$ cat src/ugfm_defines.svh
// Constants for the general-purpose pin function selector
`ifndef UGFM_DEFINES_SVH
`define UGFM_DEFINES_SVH

// Pin count and selector width
`define UGFM_NUM_PINS      8
`define UGFM_SEL_W         4

// Function selector codes
`define UGFM_FN_TRISTATE   4'h0
`define UGFM_FN_DRIVE1     4'h1
`define UGFM_FN_DRIVE0     4'h2
`define UGFM_FN_POWER_N    4'h3
`define UGFM_FN_TX_ACTIVITY_LED_N_N    4'h4
`define UGFM_FN_RX_ACTIVITY_LED_N_N    4'h5
`define UGFM_FN_ANYLED_N   4'h6
`define UGFM_FN_SLEEP_N    4'h7
`define UGFM_FN_CHG_BIT0   4'h8
`define UGFM_FN_CHG_BIT1   4'h9
`define UGFM_FN_VBUS_SENSE 4'hA

// Default charger code table
`define UGFM_CHG_UNCONF    2'h0
`define UGFM_CHG_SDP       2'h1
`define UGFM_CHG_CDP_DCP   2'h2
`define UGFM_CHG_SUSPEND   2'h3
`define UGFM_CHG_MAP_RESET 8'hE4

`endif

$ cat src/ugfm_pkg.sv
// Types for the general-purpose pin function selector
package ugfm_pkg;
	// Charger state used to index the code table
	typedef enum logic [1:0] {
		UGFM_CHG_ST_UNCONF  = 2'h0,
		UGFM_CHG_ST_SDP     = 2'h1,
		UGFM_CHG_ST_CDP_DCP = 2'h2,
		UGFM_CHG_ST_SUSPEND = 2'h3
	} ugfm_chg_state_e;

	// Pull-up control state
	typedef enum logic [1:0] {
		UGFM_PU_OFF = 2'b01,
		UGFM_PU_ON  = 2'b10
	} ugfm_pu_state_e;
endpackage

$ cat src/ugfm_sync2.sv
// Two-flop synchroniser for a vector of asynchronous levels
`timescale 1ns/1ps
module ugfm_sync2 #(
	parameter int W = 1
) (
	// Clock and reset
	input  wire logic         clk_in,
	input  wire logic         rst_in,
	// Data
	input  wire logic [W-1:0] async_in,
	output logic      [W-1:0] sync_out
);
	logic [W-1:0] meta_q;

	// First stage feeds only the second
	always_ff @(posedge clk_in or posedge rst_in) begin
		if (rst_in) begin
			meta_q   <= '0;
			sync_out <= '0;
		end else begin
			meta_q   <= async_in;
			sync_out <= meta_q;
		end
	end
endmodule // ugfm_sync2

$ cat src/ugfm_pin_cell.sv
// One pin: function decode to output value and enable
`timescale 1ns/1ps
`include "ugfm_defines.svh"
module ugfm_pin_cell (
	// Selected function
	input  wire logic [3:0] sel_in,
	// Function sources
	input  wire logic       power_n_in,
	input  wire logic       tx_activity_led_n_n_in,
	input  wire logic       rx_activity_led_n_n_in,
	input  wire logic       anyled_n_in,
	input  wire logic       sleep_n_in,
	input  wire logic [1:0] chg_code_in,
	// Pin drive
	output logic            pin_d_out,
	output logic            pin_oe_d_out
);
	// Value mux; unknown codes fall back to floating
	always_comb begin
		pin_d_out    = 1'b0;
		pin_oe_d_out = 1'b1;
		case (sel_in)
			`UGFM_FN_DRIVE1:   pin_d_out = 1'b1;
			`UGFM_FN_DRIVE0:   pin_d_out = 1'b0;
			`UGFM_FN_POWER_N:  pin_d_out = power_n_in;
			`UGFM_FN_TX_ACTIVITY_LED_N_N:  pin_d_out = tx_activity_led_n_n_in;
			`UGFM_FN_RX_ACTIVITY_LED_N_N:  pin_d_out = rx_activity_led_n_n_in;
			`UGFM_FN_ANYLED_N: pin_d_out = anyled_n_in;
			`UGFM_FN_SLEEP_N:  pin_d_out = sleep_n_in;
			`UGFM_FN_CHG_BIT0: pin_d_out = chg_code_in[0];
			`UGFM_FN_CHG_BIT1: pin_d_out = chg_code_in[1];
			default:           pin_oe_d_out = 1'b0;
		endcase
	end
endmodule // ugfm_pin_cell

$ cat src/ugfm_gpio_mux.sv
// Pin function selector for the bridge general-purpose pins
`timescale 1ns/1ps
`include "ugfm_defines.svh"
module ugfm_gpio_mux (
	// Clock and reset
	input  wire logic        ref_clk_in,
	input  wire logic        rst_in,
	// Configuration loaded at startup
	input  wire logic        cfg_load_in,
	input  wire logic [31:0] cfg_pin_sel_in,
	input  wire logic [7:0]  cfg_chg_map_in,
	input  wire logic        cfg_chg_detect_en_in,
	// USB device state, same clock
	input  wire logic        usb_configured_in,
	input  wire logic        usb_suspended_in,
	input  wire logic        usb_tx_active_in,
	input  wire logic        usb_rx_active_in,
	// Charger detection result, same clock
	input  wire logic        chg_port_valid_in,
	input  wire logic        chg_port_is_cdp_dcp_in,
	// General-purpose pins
	input  wire logic [7:0]  gpio_pin_in,
	output logic      [7:0]  gpio_pin_out,
	output logic      [7:0]  gpio_pin_oe_out,
	// Status and pull-up
	output logic             vbus_sense_out,
	output logic             vbus_for_chg_det_out,
	output logic             usb_dplus_pullup_en_out
);
	////////////////////////////////////////////////////////////////////////
	// Configuration storage
	logic [31:0] pin_sel_q;
	logic [7:0]  chg_map_q;
	logic        chg_det_en_q;

	// Held after load; defaults leave every pin floating
	always_ff @(posedge ref_clk_in or posedge rst_in) begin
		if (rst_in) begin
			pin_sel_q    <= 32'h0000_0000;
			chg_map_q    <= `UGFM_CHG_MAP_RESET;
			chg_det_en_q <= 1'b0;
		end else if (cfg_load_in) begin
			pin_sel_q    <= cfg_pin_sel_in;
			chg_map_q    <= cfg_chg_map_in;
			chg_det_en_q <= cfg_chg_detect_en_in;
		end
	end

	////////////////////////////////////////////////////////////////////////
	// Pin input synchroniser
	logic [7:0] gpio_sync;

	ugfm_sync2 #(.W(8)) u_pin_sync (
		.clk_in   (ref_clk_in),
		.rst_in   (rst_in),
		.async_in (gpio_pin_in),
		.sync_out (gpio_sync)
	);

	////////////////////////////////////////////////////////////////////////
	// Function sources, all active low where noted
	wire power_n  = ~usb_configured_in | usb_suspended_in;
	wire tx_activity_led_n_n  = ~usb_tx_active_in;
	wire rx_activity_led_n_n  = ~usb_rx_active_in;
	wire anyled_n = ~(usb_tx_active_in | usb_rx_active_in);
	wire sleep_n  = ~usb_suspended_in;

	// Charger state; suspend outranks port type
	ugfm_pkg::ugfm_chg_state_e chg_state;
	assign chg_state = usb_suspended_in ? ugfm_pkg::UGFM_CHG_ST_SUSPEND :
		!chg_port_valid_in ? ugfm_pkg::UGFM_CHG_ST_UNCONF :
		chg_port_is_cdp_dcp_in ? ugfm_pkg::UGFM_CHG_ST_CDP_DCP : ugfm_pkg::UGFM_CHG_ST_SDP;

	// Table lookup, two bits per state
	wire [1:0] chg_code = chg_map_q[{chg_state, 1'b0} +: 2];

	////////////////////////////////////////////////////////////////////////
	// Per-pin decode
	logic [7:0] pin_d;
	logic [7:0] pin_oe_d;
	logic [7:0] sense_sel;

	genvar gi;
	generate
		for (gi = 0; gi < `UGFM_NUM_PINS; gi++) begin : g_pin
			ugfm_pin_cell u_cell (
				.sel_in       (pin_sel_q[gi*4 +: 4]),
				.power_n_in   (power_n),
				.tx_activity_led_n_n_in   (tx_activity_led_n_n),
				.rx_activity_led_n_n_in   (rx_activity_led_n_n),
				.anyled_n_in  (anyled_n),
				.sleep_n_in   (sleep_n),
				.chg_code_in  (chg_code),
				.pin_d_out    (pin_d[gi]),
				.pin_oe_d_out (pin_oe_d[gi])
			);
			assign sense_sel[gi] = (pin_sel_q[gi*4 +: 4] == `UGFM_FN_VBUS_SENSE);
		end
	endgenerate

	// Any sense pin that reads high reports VBUS
	wire vbus_seen = |(sense_sel & gpio_sync);

	////////////////////////////////////////////////////////////////////////
	// Registered outputs; reset floats all pins and drops the pull-up
	ugfm_pkg::ugfm_pu_state_e pu_q;

	always_ff @(posedge ref_clk_in or posedge rst_in) begin
		if (rst_in) begin
			gpio_pin_out         <= 8'h00;
			gpio_pin_oe_out      <= 8'h00;
			vbus_sense_out       <= 1'b0;
			vbus_for_chg_det_out <= 1'b0;
			pu_q                 <= ugfm_pkg::UGFM_PU_OFF;
		end else begin
			gpio_pin_out         <= pin_d;
			gpio_pin_oe_out      <= pin_oe_d;
			vbus_sense_out       <= vbus_seen;
			vbus_for_chg_det_out <= vbus_seen & chg_det_en_q;
			pu_q                 <= ugfm_pkg::UGFM_PU_ON;
		end
	end

	// Pull-up enable registered one edge behind the state flop
	always_ff @(posedge ref_clk_in or posedge rst_in) begin
		if (rst_in) begin
			usb_dplus_pullup_en_out <= 1'b0;
		end else begin
			usb_dplus_pullup_en_out <= (pu_q == ugfm_pkg::UGFM_PU_ON);
		end
	end
endmodule // ugfm_gpio_mux

$ cat config.mk
export PLATFORM = sky130hd
export DESIGN_NAME = ugfm_gpio_mux
export DESIGN_NICKNAME = d
export VERILOG_FILES = /design/src/ugfm_pkg.sv /design/src/ugfm_sync2.sv /design/src/ugfm_pin_cell.sv /design/src/ugfm_gpio_mux.sv
export VERILOG_INCLUDE_DIRS = /design/src
export SDC_FILE = /design/constraint.sdc
export NUM_CORES = 1
export LEC_CHECK = 0
export BUFFER_PORTS_ARGS = -buffer_cell sky130_fd_sc_hd__buf_4
export CAP_MARGIN = 40
export CELL_PAD_IN_SITES_DETAIL_PLACEMENT = 1
export CELL_PAD_IN_SITES_GLOBAL_PLACEMENT = 1
export CORE_MARGIN = 2
export CORE_UTILIZATION = 43
export DETAILED_ROUTE_END_ITERATION = 7
export HOLD_SLACK_MARGIN = 0.06
export PLACE_DENSITY = 0.8
export SYNTH_ARGS = -nofsm -noshare
export SYNTH_HDL_FRONTEND = slang
export SYNTH_SLANG_ARGS = --single-unit
$ cat constraint.sdc
create_clock -name ref_clk_in -period 3.09 [get_ports ref_clk_in]
set_clock_uncertainty 0.05 [all_clocks]
set_input_delay 0.4635 -clock ref_clk_in [delete_from_list [all_inputs] [get_ports ref_clk_in]]
set_output_delay 0.4635 -clock ref_clk_in [all_outputs]
set_load 0.005 [all_outputs]
; Word level (Yosys, flattened, before mapping)
; Cells that the tools add are included.
[word_totals]
word_cells = 130
output_inout_bits = 19
reg_bits = 78
inputBits = 58
[classes]
bitwise_logic = 9
n_eq_ne = 81
n_shift = 1
muxes = 19
reduce_logical = 9
[op_table]
columns = op, n
row1 = == test 4 x 3 -> 1 bit (second input constant), 32
row2 = == test 4 bit (second input constant), 24
row3 = OR reduction 9 bit, 8
row4 = == test 4 x 2 -> 1 bit (second input constant), 16
row5 = case mux 1 bit (8 select lines), 8
row6 = == test 4 x 1 -> 1 bit (second input constant), 8
row7 = bitwise AND 8 bit, 1
row8 = two-way mux 1 bit, 8
row9 = OR reduction 8 bit, 1
row10 = variable part select 8 x 4 -> 2 bit, 1
row11 = two-way mux 2 bit, 3
row12 = inverter 1 bit, 5
row13 = == test 2 bit (second input constant), 1
row14 = bitwise OR 1 bit, 2
row15 = bitwise AND 1 bit, 1

; Depth between registers and ports, before layout
[depth]
word_depth = 5
mapped_depth = 5
depth_no_buf = 4

; Modules after synthesis
; From an unflattened synthesis, not the netlist that was laid out.
[unflattened]
cells_unflattened = 268
hier_area_um2 = 3407.0
[modules_own_cells]
columns = mod, n_inst, cells_per_inst, area_each_um2, seq_area_each_um2
row1 = ugfm_gpio_mux, 1, 147, 2302.2, 1557.7
row2 = ugfm_pin_cell, 8, 13, 87.6, 0.0
row3 = ugfm_sync2, 1, 17, 404.1, 400.4

; Worst setup path after synthesis
; Ideal clock, no wire load.
[synth_path]
path_kind = in2reg
startpoint = in usb_tx_active_in
endpoint = reg gpio_pin_out[0]
slack_ns = 1.682
n_path_buf = 1
arrival_time_ns = 1.282
cell_stages = 5
setup_time_ns = 0.076
required_ns = 2.964
cell_sequence = buf_6 > or3b_1 > a211oi_2 > nor3_1 > o21ai_1
[synth_via]
elab_chain_len = 3
elab_cells_between_ends = 4
cone_classes = mux: 1 / bitwise: 3
[synth_lines]
columns = element, line_no
row1 = start: declaration, ugfm_gpio_mux.sv:16  ; input wire logic usb_tx_active_in,
row2 = bitwise OR 1 bit, ugfm_gpio_mux.sv:65  ; wire anyled_n = ~(usb_tx_active_in | usb_rx_active_in);
row3 = inverter 1 bit, ugfm_gpio_mux.sv:65
row4 = case mux 1 bit (8 select lines) (*), ugfm_pin_cell.sv:22  ; case (sel_in)
row5 = via g_pin[0].u_cell.pin_d_out, ugfm_pin_cell.sv:15  ; output logic pin_d_out,
row6 = end signal: assignment, ugfm_gpio_mux.sv:116  ; gpio_pin_out <= pin_d;
row7 = end: declaration, ugfm_gpio_mux.sv:23  ; output logic [7:0] gpio_pin_out,
; Mark *: on every way through the listed nets, which the timed path passes. The rest lies on a longest branch.
; A chain may end at the register's enable or synchronous reset.

; Worst setup path after layout
[layout_path]
startpoint = in usb_suspended_in
endpoint = reg gpio_pin_out[6]
[layout_via]
elab_chain_len = 3
elab_cells_between_ends = 5
cone_classes = shift: 1 / mux: 2 / bitwise: 2
[layout_lines]
columns = element, line_no
row1 = start: declaration, ugfm_gpio_mux.sv:15  ; input wire logic usb_suspended_in,
row2 = two-way mux 2 bit, ugfm_gpio_mux.sv:70  ; assign chg_state = usb_suspended_in ? ugfm_pkg::UGFM_CHG_ST_SUSPEND :
row3 = variable part select 8 x 4 -> 2 bit, ugfm_gpio_mux.sv:75  ; wire [1:0] chg_code = chg_map_q[{chg_state, 1'b0} +: 2];
row4 = case mux 1 bit (8 select lines) (*), ugfm_pin_cell.sv:22
row5 = via g_pin[6].u_cell.pin_d_out, ugfm_pin_cell.sv:15
; Marks and branches as above.

==> summary.md <==
| Metric | Value |
|---|---|
| Outcome | `finished clean` |
| Routed wire length | `7780 µm` |
| Util after Layout | `56.0%` |
| Avg Inst Size Synth | `12.5 µm²` |
| Min Tclk post-route | `1610 ps` |
| #FFs+latches synth | `78` |
| Worst-path fanout max | `14` |
| Most common cell after layout, fill and taps aside | `buf_4` |
| Iteration-0 DRC Markers | `75` |
| Port Buf Inserts | `76` |
| Clk Tree Root Cell | `clkbuf_8` |
| DRC viols | `0` |
| I/O pins | `77` |
| Final slew viol count | `0` |
| Via count | `2,383` |
| H-Tree Depth | `3` |
| Reg2reg end | `gpio_pin_out[3]` |
| Setup TNS | `0 ps` |
| Fmax achieved | `0.620 GHz` |
| Critical path endpoint | `gpio_pin_out[6]` |
| Post-Syn Instances | `275` |
| Num CTS Buffers | `9` |
| Fill count | `812` |
| Hold Buf Count CTS | `0` |
| CP Launch Type | `input pin` |
| Post_cts resized | `0` |
| Maximum vdd drop | `0.389 mV` |
| Die height | `93.3 µm` |
| Yosys warns | `0` |
| Final setup viols | `0` |
| R2R Setup Slk | `1510 ps` |
| Post-CTS Setup Inserts | `0` |
| Cell Area, Synth | `0.00343 mm²` |
| Measured slew at the worst slew-check pin | `702 ps` |
| Nature of the critical path endpoint | `register` |
| Core area | `0.00773 mm²` |
| Ant. Diodes | `0` |
| Overall power | `2.52 mW` |
| Initial core utilization | `44.3%` |
| Synthesized Nets | `333` |
| Final hold vios | `0` |
| Number of global-route vias before repair | `2,654` |
| Max transition margin | `53.1%` |
| Most frequent cells in the layout | `buf_4, dfrtp_1, mux2_2, nand2_1` |
| First-pass GRT wire length | `13,100 µm` |
| Pwr per Cell Area | `581 mW/mm²` |
| Antenna violations before repair | `0` |
| Synth unique cells | `28` |
| Clk slew on worst S/H paths | `80 ps` |
| RSZ-0062 raised after global routing | `false` |
| Critical path class | `input pin to register` |
| Clock Sinks | `78` |
| Site Rows | `32` |
| Final period util | `52.2%` |
| Max clock buf depth | `2` |
| Largest net degree at the start of global routing | `79` |
| Avg WL per Cell | `17.0 µm` |
| Skew-Pair Late Insertion Delay | `350 ps` |
| Crit path from | `usb_suspended_in` |
| WP data arrival | `1780 ps` |
| Die ar. | `0.00870 mm²` |
| Max-cap violation count | `0` |
| Die X | `93.3 µm` |
| Routed Antenna Nets | `0` |
| Drt pass-1 iters | `4` |
| WP data required | `3260 ps` |
| Final #Nets | `409` |
| Ratio of cells with drive above 1 in the final layout | `41.0%` |
| Drt via density | `5.20` |
| GR Util All Layers | `19.6%` |
| CTS tree | `built` |
| DPL Wire Length | `5230 µm` |
| Routability cong. | `0.805` |
| R2R depth | `4` |
| Hold Path Class | `input pin to asynchronous set/reset pin` |
| Leakage power | `1.95 nW` |
| Synth-to-Final Area Change | `26.4%` |
| Worst R2R Start | `chg_map_q[5]` |
| Post-synthesis sequential area ratio | `57.1%` |
| GR Overflow Total | `0` |
==> worst min-delay path by stage <==
stage | startpoint | slack [ps] | cells past startpoint | endpoint
final | rst_in | 160 | 3 | pin_sel_q[11]
after global placement | u_pin_sync.meta_q[3] | 280 | 0 | u_pin_sync.sync_out[3]
after CTS | gpio_pin_in[4] | 150 | 1 | u_pin_sync.meta_q[4]
after floorplan | u_pin_sync.meta_q[0] | 280 | 0 | u_pin_sync.sync_out[0]
after detailed placement | u_pin_sync.meta_q[0] | 290 | 0 | u_pin_sync.sync_out[0]
after global routing | gpio_pin_in[7] | 140 | 1 | u_pin_sync.meta_q[7]
==> layout make-up <==
cell class | instances | area [µm²] | share of cell area, %
Sequential cell | 78 | 1960 | 45.2
Multi-Input combinational cell | 178 | 1380 | 31.9
Timing Repair Buffer | 77 | 591 | 13.6
Tap cell | 102 | 128 | 2.95
Clock buffer | 9 | 124 | 2.86
Clock inverter | 7 | 123 | 2.83
Inverter | 7 | 27.5 | 0.636
==> per-stage QoR <==
stage                     hold slack (ps)  cell area [µm²]  std cells  setup WS [ps]
after floorplan                       281             3430        275            590
after global placement                282             4080        442           1340
after detailed placement              286             4080        442           1180
after CTS                             147             4330        458           1480
after global routing                  142             4330        458           1420
final                                 161             4330        458           1480
==> kinds of logic (layout without fill, tap and decap cells) <==
logic type,after synthesis,count (layout),synth area share [%]
compound gates,45,45,9.93
buf+inv,19,100,2.59
flops,78,78,57.1
mux,59,59,18.7
other cells,2,2,0.219
simple gates,72,72,11.4
==> critical path: stages <==
cell	delay (ps)
buf_4	170
nor2b_1	570
a21boi_0	230
o21ai_0	250
o21ai_1	100
==> per-layer routing <==
metal | up-vias | share of wire (%) | track usage (%)
met5 | - | 0 | 0
met4 | 0 | 0.44 | 5.39
li1 | 1121 | - | -
met1 | 1192 | 42 | 24.7
met2 | 66 | 51 | 32.5
met3 | 4 | 6.6 | 6.20
==> synth_stat cells <==
cell / number / share of area [%]
buf_6: 1 / 0.33
mux2i_1: 18 / 5.3
a211oi_1: 6 / 1.3
or3b_1: 4 / 1.0
nand2_1: 19 / 2.1
o21ai_1: 8 / 1.2
o21ai_0: 12 / 1.8
nor2_1: 18 / 2.0
nor4_1: 2 / 0.37
a211oi_2: 2 / 0.73
dfrtp_1: 73 / 53
and3_1: 2 / 0.37
a31oi_1: 6 / 1.1
a2111oi_4: 2 / 1.6
a21boi_1: 1 / 0.22
o211ai_2: 2 / 0.73
and4b_1: 6 / 1.8
clkbuf_1: 3 / 0.33
dfstp_2: 5 / 3.8
nor3_1: 4 / 0.58
inv_1: 7 / 0.77
nor2b_1: 10 / 1.8
buf_2: 8 / 1.2
conb_1: 2 / 0.22
nand2b_1: 5 / 0.91
a21boi_0: 6 / 1.3
nand4b_1: 2 / 0.51
mux2_2: 41 / 13
==> report_power, final <==
| group | total [mW] | switching [mW] | internal, mW |
|---|---|---|---|
| clock network | 0.920 | 0.381 | 0.539 |
| logic | 0.381 | 0.165 | 0.216 |
| registers | 1.22 | 0.0892 | 1.13 |
==> sequential cells by signal (all words and copies together), names as in the netlist <==
name / flops
u_pin_sync.meta_q: 8
vbus_for_chg_det_out: 1
u_pin_sync.sync_out: 8
usb_dplus_pullup_en_out: 1
vbus_sense_out: 1
pin_sel_q: 32
pu_q: 2
chg_map_q: 8
chg_det_en_q: 1
gpio_pin_oe_out: 8
gpio_pin_out: 8
Power figures use the tool's default switching activity.
